==> src/verilog/pcp_defs.svh <==
// Named constants for the six-channel power switch control and protection block.
// Assumes inclusion by bare name from the package and from every design module.
`ifndef PCP_DEFS_SVH
`define PCP_DEFS_SVH

// ==========================================================
// Channel counts and register widths
`define PCP_NCH 6
`define PCP_NDYN 5
`define PCP_NLAMP 3
`define PCP_OUT_W 6
`define PCP_LAMP_W 4
`define PCP_OUT_RST 6'h00
`define PCP_LAMP_RST 4'h0

// ==========================================================
// Serial frame layout (eight bits, first bit is bit 7)
`define PCP_FRAME_W 8
`define PCP_WR_BIT 7
`define PCP_RB_BIT 6
`define PCP_SEL_HI 6
`define PCP_SEL_LO 4
`define PCP_SEL_LAMP 3'h5
`define PCP_SEL_HARDWARE_COMMAND 3'h6
`define PCP_COMB_BIT 3
`define PCP_CTL_BIT 0
`define PCP_FRAME_BITS 4'h8
`define PCP_CLR_EDGE 4'h2
`define PCP_CNT_W 4

// ==========================================================
// Layout of the synchroniser bank
`define PCP_SYNC_W 27
`define PCP_SP_CS 0
`define PCP_SP_SCLK 1
`define PCP_SP_MOSI 2
`define PCP_SP_EXT 3
`define PCP_SP_OT 9
`define PCP_SP_HY 15
`define PCP_SP_DY 21
`define PCP_SP_GND 26

`endif

==> src/verilog/pcp_pkg.sv <==
// Types shared by the power switch control and protection modules.
// Assumes pcp_defs.svh is on the include path.
`include "pcp_defs.svh"

package pcp_pkg;

   // ==========================================================
   // Answer selected for the next frame
   typedef enum logic [1:0] {
      PCP_ANS_DIAG,
      PCP_ANS_OUT,
      PCP_ANS_LAMP
   } pcp_ans_e;

   // ==========================================================
   // Synchroniser state
   typedef struct packed {
      logic [`PCP_SYNC_W-1:0] stage1;
      logic [`PCP_SYNC_W-1:0] stage2;
   } pcp_sync_s;

   // ==========================================================
   // Serial frame engine state
   typedef struct packed {
      logic sclk_d;
      logic cs_d;
      logic [`PCP_CNT_W-1:0] count;
      logic [`PCP_FRAME_W-1:0] shift_in;
      logic [`PCP_FRAME_W-1:0] shift_out;
      logic [`PCP_FRAME_W-1:0] rx_byte;
      logic done;
      logic start;
      logic clr_pulse;
      logic miso;
      logic miso_oe;
   } pcp_spi_s;

   // ==========================================================
   // Control and protection state
   typedef struct packed {
      logic [`PCP_OUT_W-1:0] out_bits;
      logic [`PCP_LAMP_W-1:0] lamp;
      logic [`PCP_NCH-1:0] ot_latch;
      logic [`PCP_NCH-1:0] err;
      logic [`PCP_NCH-1:0] drive;
      logic [`PCP_NLAMP-1:0] led_mode;
      pcp_ans_e answer;
      logic diag_frame;
   } pcp_ctrl_s;

endpackage

==> src/verilog/pcp_sync.sv <==
// Two-stage synchroniser bank for every asynchronous pin of the block.
// Assumes one system clock; the first stage feeds only the second.
`timescale 1ns/1ps
`default_nettype none
`include "pcp_defs.svh"

module pcp_sync
   import pcp_pkg::*;
(
   input wire logic clock,
   input wire logic nrst,
   input wire logic [`PCP_SYNC_W-1:0] async_in,
   output logic [`PCP_SYNC_W-1:0] sync_out
);

   // ==========================================================
   // State
   pcp_sync_s state;
   pcp_sync_s next_state;

   always_comb begin
      next_state = state;
      next_state.stage1 = async_in;
      next_state.stage2 = state.stage1;
   end

   // Chip select idles high so reset value keeps the serial side inactive
   always_ff @(posedge clock or negedge nrst) begin
      if (!nrst) begin
         state.stage1 <= `PCP_SYNC_W'(1);
         state.stage2 <= `PCP_SYNC_W'(1);
      end else begin
         state <= next_state;
      end
   end

   assign sync_out = state.stage2;

endmodule
`default_nettype wire

==> src/verilog/pcp_spi_frame.sv <==
// Eight-bit serial frame engine: samples data on rising serial clock,
// shifts the answer out on falling serial clock, most significant bit first.
// Assumes synchronised pins and a serial clock at most one eighth of clock.
`timescale 1ns/1ps
`default_nettype none
`include "pcp_defs.svh"

module pcp_spi_frame
   import pcp_pkg::*;
(
   input wire logic clock,
   input wire logic nrst,
   input wire logic cs_n_s,
   input wire logic sclk_s,
   input wire logic mosi_s,
   input wire logic [`PCP_FRAME_W-1:0] tx_byte,
   output logic [`PCP_FRAME_W-1:0] rx_byte,
   output logic frame_done,
   output logic frame_start,
   output logic clr_pulse,
   output logic miso,
   output logic miso_oe
);

   // ==========================================================
   // State
   pcp_spi_s state;
   pcp_spi_s next_state;
   logic rise;
   logic fall;
   logic cs_fall;
   logic cs_rise;

   always_comb begin
      rise = sclk_s & ~state.sclk_d;
      fall = ~sclk_s & state.sclk_d;
      cs_fall = ~cs_n_s & state.cs_d;
      cs_rise = cs_n_s & ~state.cs_d;
      next_state = state;
      next_state.sclk_d = sclk_s;
      next_state.cs_d = cs_n_s;
      next_state.done = 1'b0;
      next_state.start = 1'b0;
      next_state.clr_pulse = 1'b0;
      next_state.miso_oe = ~cs_n_s;
      if (cs_fall) begin
         next_state.count = '0;
         next_state.shift_out = tx_byte;
         next_state.miso = tx_byte[`PCP_FRAME_W-1];
         next_state.start = 1'b1;
      end else if (!cs_n_s) begin
         if (rise) begin
            next_state.shift_in = {state.shift_in[`PCP_FRAME_W-2:0], mosi_s};
            next_state.count = state.count + `PCP_CNT_W'(1);
            // Clear point falls between second and third rising edge
            if (state.count + `PCP_CNT_W'(1) == `PCP_CLR_EDGE) begin
               next_state.clr_pulse = 1'b1;
            end
         end
         if (fall) begin
            next_state.shift_out = {state.shift_out[`PCP_FRAME_W-2:0], 1'b0};
            next_state.miso = state.shift_out[`PCP_FRAME_W-2];
         end
      end
      // Frames are dropped unless their bit count, modulo 16, is eight
      if (cs_rise && state.count == `PCP_FRAME_BITS) begin
         next_state.rx_byte = state.shift_in;
         next_state.done = 1'b1;
      end
   end

   always_ff @(posedge clock or negedge nrst) begin
      if (!nrst) begin
         state <= '0;
         state.sclk_d <= 1'b0;
         state.cs_d <= 1'b1;
      end else begin
         state <= next_state;
      end
   end

   assign rx_byte = state.rx_byte;
   assign frame_done = state.done;
   assign frame_start = state.start;
   assign clr_pulse = state.clr_pulse;
   assign miso = state.miso;
   assign miso_oe = state.miso_oe;

endmodule
`default_nettype wire

==> src/verilog/pcp_power_ctrl.sv <==
// Control and protection logic of a six-channel high-side power switch,
// reached over the serial frame port.
// Assumes protection detector levels arrive from analog comparators,
// asynchronous to clock, and are synchronised here.
//
// Functional notes
// - Each of six channels has a read/write on bit: 0 off, 1 on.
// - Lamp configuration sits at select 1-0-1 with combine select in bit 3, lamp bits 2..0.
// - Each channel command joins its external drive with its on bit by OR or AND.
// - Lamp bits of channels 2..0 choose bulb mode (0) or LED mode (1).
// - A per-channel over-temperature trip forces the channel off and sets a held latch.
// - A latched channel returns only once cooled by the hysteresis and cleared by command.
// - One clear-thermal-latch command clears the latches of all cooled channels together.
// - Channels 0..4 switch off while their dynamic temperature detector trips.
// - Dynamic shutdown sets the fault flag; reading clears it; it sets again if still tripped.
// - Loss of device ground forces all channels off.
// - The hardware command register at select 1-1-0 is write-only; bit 0 clears latches.
// - Fault flags hold until sent in the diagnosis word, cleared after the second clock edge.
`timescale 1ns/1ps
`default_nettype none
`include "pcp_defs.svh"

module pcp_power_ctrl
   import pcp_pkg::*;
(
   input wire logic clock,
   input wire logic nrst,
   input wire logic spi_cs_n,
   input wire logic spi_sclk,
   input wire logic spi_mosi,
   output logic spi_miso,
   output logic spi_miso_oe,
   input wire logic [`PCP_NCH-1:0] external_drive_signal,
   input wire logic [`PCP_NCH-1:0] over_temp_trip,
   input wire logic [`PCP_NCH-1:0] temp_cooled,
   input wire logic [`PCP_NDYN-1:0] dyn_temp_trip,
   input wire logic ground_lost,
   output logic [`PCP_NCH-1:0] channel_drive,
   output logic [`PCP_NLAMP-1:0] lamp_type_bit,
   output logic [`PCP_NCH-1:0] fault_flag
);

   // ==========================================================
   // Pin synchronisation
   logic [`PCP_SYNC_W-1:0] pins_async;
   logic [`PCP_SYNC_W-1:0] pins;

   assign pins_async = {ground_lost, dyn_temp_trip, temp_cooled, over_temp_trip,
                        external_drive_signal, spi_mosi, spi_sclk, spi_cs_n};

   pcp_sync u_sync (
      .clock(clock),
      .nrst(nrst),
      .async_in(pins_async),
      .sync_out(pins)
   );

   logic cs_n_s;
   logic sclk_s;
   logic mosi_s;
   logic [`PCP_NCH-1:0] ext_s;
   logic [`PCP_NCH-1:0] ot_s;
   logic [`PCP_NCH-1:0] cool_s;
   logic [`PCP_NDYN-1:0] dyn_s;
   logic gnd_s;

   assign cs_n_s = pins[`PCP_SP_CS];
   assign sclk_s = pins[`PCP_SP_SCLK];
   assign mosi_s = pins[`PCP_SP_MOSI];
   assign ext_s = pins[`PCP_SP_EXT +: `PCP_NCH];
   assign ot_s = pins[`PCP_SP_OT +: `PCP_NCH];
   assign cool_s = pins[`PCP_SP_HY +: `PCP_NCH];
   assign dyn_s = pins[`PCP_SP_DY +: `PCP_NDYN];
   assign gnd_s = pins[`PCP_SP_GND];

   // ==========================================================
   // Serial frame engine
   logic [`PCP_FRAME_W-1:0] tx_byte;
   logic [`PCP_FRAME_W-1:0] rx_byte;
   logic frame_done;
   logic frame_start;
   logic clr_pulse;
   logic miso_q;
   logic miso_oe_q;

   pcp_spi_frame u_spi (
      .clock(clock),
      .nrst(nrst),
      .cs_n_s(cs_n_s),
      .sclk_s(sclk_s),
      .mosi_s(mosi_s),
      .tx_byte(tx_byte),
      .rx_byte(rx_byte),
      .frame_done(frame_done),
      .frame_start(frame_start),
      .clr_pulse(clr_pulse),
      .miso(miso_q),
      .miso_oe(miso_oe_q)
   );

   // ==========================================================
   // Helpers
   function automatic logic [`PCP_NCH-1:0] combine(
      input logic [`PCP_NCH-1:0] ext,
      input logic [`PCP_NCH-1:0] on_bits,
      input logic and_mode
   );
      logic [`PCP_NCH-1:0] res;
      res = and_mode ? (ext & on_bits) : (ext | on_bits);
      return res;
   endfunction

   function automatic logic [`PCP_NCH-1:0] widen_dyn(input logic [`PCP_NDYN-1:0] d);
      logic [`PCP_NCH-1:0] res;
      res = {{(`PCP_NCH-`PCP_NDYN){1'b0}}, d}; // Channel 5 has no dynamic sensor
      return res;
   endfunction

   // ==========================================================
   // State
   pcp_ctrl_s state;
   pcp_ctrl_s next_state;

   // Answer shown on the next frame; register reads are one frame late
   always_comb begin
      case (state.answer)
         PCP_ANS_OUT: tx_byte = {{(`PCP_FRAME_W-`PCP_OUT_W){1'b0}}, state.out_bits};
         PCP_ANS_LAMP: tx_byte = {{(`PCP_FRAME_W-`PCP_LAMP_W){1'b0}}, state.lamp};
         PCP_ANS_DIAG: tx_byte = {{(`PCP_FRAME_W-`PCP_NCH){1'b0}}, state.err};
         default: tx_byte = {{(`PCP_FRAME_W-`PCP_NCH){1'b0}}, state.err};
      endcase
   end

   // ==========================================================
   // Command decode
   logic is_write;
   logic sel_out;
   logic sel_lamp;
   logic sel_hardware_command;
   logic ctl_cmd;

   always_comb begin
      is_write = rx_byte[`PCP_WR_BIT];
      sel_out = ~rx_byte[`PCP_RB_BIT];
      sel_lamp = rx_byte[`PCP_SEL_HI:`PCP_SEL_LO] == `PCP_SEL_LAMP;
      sel_hardware_command = rx_byte[`PCP_SEL_HI:`PCP_SEL_LO] == `PCP_SEL_HARDWARE_COMMAND;
      ctl_cmd = frame_done & is_write & sel_hardware_command & rx_byte[`PCP_CTL_BIT];
   end

   // ==========================================================
   // Next state
   logic [`PCP_NCH-1:0] dyn_w;
   logic [`PCP_NCH-1:0] cmd;
   logic [`PCP_NCH-1:0] err_clr;

   always_comb begin
      next_state = state;
      dyn_w = widen_dyn(dyn_s);
      // Register writes
      if (frame_done && is_write) begin
         if (sel_out) begin
            next_state.out_bits = rx_byte[`PCP_OUT_W-1:0];
         end else if (sel_lamp) begin
            next_state.lamp = rx_byte[`PCP_LAMP_W-1:0];
         end
      end
      // Choice of answer for the next frame; a write of the hardware
      // command register selects the diagnosis answer, it reads back nothing
      if (frame_done) begin
         if (!is_write && sel_out) begin
            next_state.answer = PCP_ANS_OUT;
         end else if (!is_write && sel_lamp) begin
            next_state.answer = PCP_ANS_LAMP;
         end else begin
            next_state.answer = PCP_ANS_DIAG;
         end
      end
      if (frame_start) begin
         next_state.diag_frame = state.answer == PCP_ANS_DIAG;
      end
      // Thermal latch: trip sets, command clears only cooled channels,
      // and a trip in the clearing cycle wins
      for (int i = 0; i < `PCP_NCH; i++) begin
         if (ot_s[i]) begin
            next_state.ot_latch[i] = 1'b1;
         end else if (ctl_cmd && cool_s[i]) begin
            next_state.ot_latch[i] = 1'b0;
         end
      end
      // Fault flags clear when carried in a diagnosis word; a pending
      // cause sets them again in the same cycle
      err_clr = (clr_pulse && state.diag_frame) ? '1 : '0;
      next_state.err = (state.err & ~err_clr) | dyn_w | state.ot_latch;
      // Switch command and protection gating
      cmd = combine(ext_s, state.out_bits, state.lamp[`PCP_COMB_BIT]);
      cmd = cmd & ~state.ot_latch & ~ot_s;
      cmd = cmd & ~dyn_w;
      if (gnd_s) begin
         cmd = '0;
      end
      next_state.drive = cmd;
      next_state.led_mode = state.lamp[`PCP_NLAMP-1:0];
   end

   // Thermal latches reset clear; a detector still tripped re-sets them
   // on the third edge, which stands in for holding through supply loss
   always_ff @(posedge clock or negedge nrst) begin
      if (!nrst) begin
         state.out_bits <= `PCP_OUT_RST;
         state.lamp <= `PCP_LAMP_RST;
         state.ot_latch <= '0;
         state.err <= '0;
         state.drive <= '0;
         state.led_mode <= '0;
         state.answer <= PCP_ANS_DIAG;
         state.diag_frame <= 1'b0;
      end else begin
         state <= next_state;
      end
   end

   // ==========================================================
   // Outputs
   assign channel_drive = state.drive;
   assign lamp_type_bit = state.led_mode;
   assign fault_flag = state.err;
   assign spi_miso = miso_q;
   assign spi_miso_oe = miso_oe_q;

endmodule
`default_nettype wire

==> config.mk <==
export PLATFORM = sky130hd
export DESIGN_NAME = pcp_power_ctrl
export DESIGN_NICKNAME = d
export VERILOG_FILES = /design/src/verilog/pcp_pkg.sv /design/src/verilog/pcp_sync.sv /design/src/verilog/pcp_spi_frame.sv /design/src/verilog/pcp_power_ctrl.sv
export VERILOG_INCLUDE_DIRS = /design/src /design/src/verilog
export SDC_FILE = /design/constraint.sdc
export NUM_CORES = 1
export LEC_CHECK = 0
export BUFFER_PORTS_ARGS = -buffer_cell sky130_fd_sc_hd__buf_4
export CAP_MARGIN = 30
export CELL_PAD_IN_SITES_DETAIL_PLACEMENT = 0
export CELL_PAD_IN_SITES_GLOBAL_PLACEMENT = 1
export CORE_MARGIN = 3
export CORE_UTILIZATION = 25
export CTS_BUF_LIST = sky130_fd_sc_hd__clkbuf_2 sky130_fd_sc_hd__clkbuf_4 sky130_fd_sc_hd__clkbuf_8
export DETAILED_ROUTE_END_ITERATION = 6
export PLACE_DENSITY = 0.48
export SLEW_MARGIN = 20
export SYNTH_ARGS = -nofsm -noshare
export SYNTH_HDL_FRONTEND = slang
export SYNTH_HIERARCHICAL = 1
export SYNTH_SLANG_ARGS = --single-unit
==> constraint.sdc <==
create_clock -name clock -period 3.3 [get_ports clock]
set_input_delay 0.66 -clock clock [delete_from_list [all_inputs] [get_ports clock]]
set_output_delay 0.66 -clock clock [all_outputs]
set_load 0.1 [all_outputs]
Yosys cells after proc, flatten, opt, wreduce, memory -nomap -nowiden
Cells that the tools add are included.
{"block": "word_totals", "reg_bits": 122, "wordCells": 116, "in_bits": 29}
{"block": "classes", "mux": 31, "n_eq_ne": 7, "reduce_logical": 26, "addsub": 1, "bitwise_logic": 25}
{"operator": "$and A6 B6 Y6", "n": 5}
{"operator": "$mux W20", "n": 1}
{"operator": "$mux W1", "n": 19}
{"operator": "$mux W6", "n": 3}
{"operator": "$not A6 Y6", "n": 3}
{"operator": "$reduce_bool A2 Y1", "n": 8}
{"operator": "$mux W12", "n": 1}
{"operator": "$or A6 B6 Y6", "n": 2}
{"operator": "$pmux W6 S2", "n": 1}
{"operator": "$logic_and A1 B1 Y1", "n": 11}
{"operator": "$mux W8", "n": 1}
{"operator": "$and A1 B1 Y1", "n": 7}
{"operator": "$mux W7", "n": 1}
{"operator": "$eq A3 B3 Y1 const B", "n": 2}
{"operator": "$mux W2", "n": 3}
{"operator": "$not A1 Y1", "n": 6}
{"operator": "$not A5 Y6", "n": 1}
{"operator": "$or A6 B5 Y6", "n": 1}
{"operator": "$reduce_and A2 Y1", "n": 3}
{"operator": "$reduce_and A3 Y1", "n": 2}
{"operator": "$add A4 B1 Y4 const B", "n": 1}
{"operator": "$eq A4 B2 Y1 const B", "n": 1}
{"operator": "$eq A4 B4 Y1 const B", "n": 1}
{"operator": "$mux W4", "n": 1}
{"operator": "5 further kinds", "n": 5}

Depth between registers and ports, before layout
{"block": "logic_depth", "ltp_word": 6, "depth_mapped": 7, "ltp_nobuf": 6}

Cells and area by module
Netlist, hierarchy kept.
{"mod": "pcp_power_ctrl", "area_each_um2": 1629.1, "cells_per_inst": 143, "seq_area_each_um2": 850.8, "n_inst": 1}
{"mod": "pcp_spi_frame", "area_each_um2": 1498.9, "cells_per_inst": 118, "seq_area_each_um2": 852.1, "n_inst": 1}
{"mod": "pcp_sync", "area_each_um2": 1353.8, "cells_per_inst": 54, "seq_area_each_um2": 1353.8, "n_inst": 1}

Worst setup path before layout
No wires, ideal clock.
{"block": "synth_path", "path_type": "flip-flop to output port", "from": "register u_spi.state, in the netlist u_spi/miso", "to": "output port spi_miso", "slack_ns": 1.743, "n_path_buf": 0, "stages_incl_launch_ff": 1, "t_arrival_ns": 0.897, "required_time_ns": 2.640, "path_cell_list": "dfrtp_1"}
{"element": "from (decl)", "line": "pcp_spi_frame.sv:27", "source": "pcp_spi_s state;"}
{"element": "from (signal assigned)", "line": "pcp_spi_frame.sv:78", "source": "state <= next_state;"}
{"element": "to (decl)", "line": "pcp_power_ctrl.sv:31", "source": "output logic spi_miso,"}
No word-level cell between the ends.

Worst setup path after layout
{"block": "layout_path", "from": "register u_sync.state, in the netlist u_sync/sync_out[0]", "to": "register u_spi.state, in the netlist u_spi/rx_byte[2]"}
{"block": "layout_between", "elab_chain_cells": 2}
{"element": "from (decl)", "line": "pcp_sync.sv:18", "source": "pcp_sync_s state;"}
{"element": "from (signal assigned)", "line": "pcp_sync.sv:33", "source": "state <= next_state;"}
{"element": "$and A1 B1 Y1", "line": "pcp_spi_frame.sv:38", "source": "cs_rise = cs_n_s & ~state.cs_d;"}
{"element": "$logic_and A1 B1 Y1 (no source line)"}
No other way between the ends.
A chain may end at the register's enable or synchronous reset.

==> results_dict.tcl <==
set metrics [dict create \
    firstDrtPassIters 4 \
    grt_max_degree 48 \
    dp_slack_ns 1.423 \
    antenna_found_initial 0 \
    drcViolationCount 0 \
    tightestPinTransition_ns 0.6617 \
    synth_cells 315 \
    synth_cell_types 42 \
    synth_area_um2 4482 \
    grt_pass1_wl_mm 14.21 \
    floorplan.initialDensity 0.2573 \
    n_antenna_cell 0 \
    yosysWarnings 6 \
    grt_overflow 0 \
    crit_fanout 12 \
    max_freq_mhz 536.9 \
    p_per_area_nw_per_um2 578.5 \
    final_common_cell "dfrtp_1" \
    path_cells "nand2_1 > nor4b_4 > mux2_2" \
    yosys-top-cells-area "dfrtp_1 (66%), mux2_2 (5.5%), buf_4 (4.0%), o21ai_0 (2.3%), mux2_4 (2.0%)" \
    worstSetupStartpointType "flip-flop" \
    endpoint_kind "flip-flop" \
    slew_headroom 0.5577 \
    hold_violations 0 \
    worstPathRequired_ns 3.61 \
    via_per_inst 4.147 \
    numCtsBuffers 17 \
    period_minus_slack_ns 1.863 \
    synth_flop_cell "dfrtp_1" \
    period_share 0.5644 \
    drv_slew 0 \
    dp_hpwl_mm 5.994 \
    die-area_um2 19570 \
    worst_slack_ns 1.437 \
    holdBufCountCts 0 \
    synth_edf_count 0 \
    status "finished, final reports clean" \
    cts_setup_buffers 0 \
    final_core_util 0.3042 \
    tns_ns 0 \
    synth_top_area_share 0.6644 \
    clock_sinks 122 \
    arrival_ns 2.17 \
    ant_nets 0 \
    finalSetupViolations 0 \
    wl_mm 8.688 \
    drive_above_1_share 0.3151 \
    fillerInstances 1762 \
    die_x_um 139.9 \
    synth_area_per_cell_um2 14.23 \
    hold_path.class "in2async" \
    cts_resized 0 \
    drt_iter0_markers 86 \
    synthArstFlopShare 1.000 \
    clk_root_buffer_cell "clkbuf_8" \
    yosysSeqAreaShare 0.6820 \
    gp_congestion 0.6948 \
    power_leakage_nw 2.356 \
    holdWs_ns 0.2121 \
    numPortBuffers 45 \
    cp_slowest_cell "dfstp_2" \
    rsz0062_at_grt "false" \
    h-tree-depth 4 \
    final_nets 387 \
    cts.clk_slew.worst_paths_ns 0.07 \
    synth_top_cell_by_area "dfrtp_1" \
    syn_to_final_growth_pct 18.23 \
    grt_util_all_layers 0.09611 \
    ir_worst_vdd_uv 231.2 \
    max_cap_violations 0 \
    die_height_um 139.9 \
    clk_path_buf_depth 2 \
    cts_tree "built" \
    vias 2447 \
    wire_per_inst_um 14.73 \
    ys_ff_latch 122 \
    slowest_delay_ns 0.67 \
    insertion_delay_ns 0.43 \
    skew_ns 0.007775 \
    rows 48 \
    core_area_um2 17420 \
    critPathKind "reg2reg" \
    mostFrequentLayoutCells "dfrtp_1 (119), buf_4 (47), mux2_2 (22)" \
    ios 46 \
    grt_pass1_vias 2678 \
]
## cells in the mapped netlist, types with 2 or more instances
cell type,n
buf_4,24
a21oi_1,6
dfrtp_1,119
dfstp_2,3
nand2_1,8
a2111oi_0,4
a22oi_1,11
o22ai_1,3
ha_1,6
mux2_2,22
buf_6,3
o21ai_0,21
o211ai_1,2
clkbuf_1,2
buf_2,2
maj3_1,2
nand2b_1,8
mux2_4,6
a211o_1,5
nand3b_1,2
nand3_1,9
inv_1,17
a21o_1,2
nor2_1,10
## sequential cells by signal (all words and copies together), names as in the netlist, 3 cells and up
name and cells:
state 16, channel_drive 6, u_sync/next_state 27, u_sync/sync_out 27, u_spi/state 21, lamp_type_bit 3, u_spi/rx_byte 8, fault_flag 6
next_state 3
## layer usage
layer | share of wire | GRT usage | vias up
li1 | - | - | 1140
met2 | 0.48 | 0.1484 | 57
met4 | 0.023 | 0.04946 | 0
met3 | 0.054 | 0.03756 | 12
met1 | 0.45 | 0.1168 | 1238
met5 | 0 | 0 | -
## cell families (layout without fill, tap and decap cells)
logic type,count (synthesis),count (layout),synth area share
mux,29,29,0.07761
simple gates,51,51,0.07147
compound gates,54,54,0.07705
fa+ha+maj,8,8,0.02122
flops,122,122,0.6820
xor+xnor,2,2,0.003909
buf+inv,48,97,0.06588
other cells,1,2,0.0008367
## through the flow
stage	std cells	power [mW]	area (um^2)
global placement	558	1.812	4908
CTS	590	3.128	5299
detailed placement	558	1.814	4908
floorplan	316	1.721	4486
global route	590	3.215	5299
finish	590	3.065	5299
## area by class of cell
| cell class | count | area, um^2 | share of cell area |
|---|---|---|---|
| inverter | 17 | 63.81 | 0.01204 |
| sequential | 122 | 3057 | 0.5769 |
| clock buffer | 18 | 241.5 | 0.04557 |
| multi-input combinational | 146 | 1134 | 0.2139 |
| tap | 225 | 281.5 | 0.05313 |
| clock inverter | 14 | 148.9 | 0.02810 |
| timing repair buffer | 48 | 372.9 | 0.07037 |
## worst max-delay path, delay by kind of cell (launching register included)
family	cells	cell delay, ns
flip-flops	1	0.67
multiplexers	1	0.40
AND/OR/NAND/NOR	2	0.69
## path summary, 6_finish.rpt
kind	endpoint	depth (start not counted)	slack, ns	start
max	u_spi/rx_byte[2]	3	1.44	u_sync/sync_out[0]
min	u_sync/next_state[1]	1	0.21	nrst
max reg2reg	u_spi/rx_byte[2]	3	1.44	u_sync/sync_out[0]
min reg2reg	u_sync/sync_out[25]	0	0.35	u_sync/next_state[25]
max in group asynchronous	u_sync/sync_out[0]	2	2.40	nrst
min in group clock	u_sync/next_state[19]	1	0.33	temp_cooled[4]
## report_power, final
part | switching [mW] | internal (mW)
Sequential | 0.0512 | 1.57
Clock | 0.605 | 0.681
Combinational | 0.0830 | 0.0711
Total | 0.739 | 2.33
Note: power is estimated with default switching activity, not from simulation.
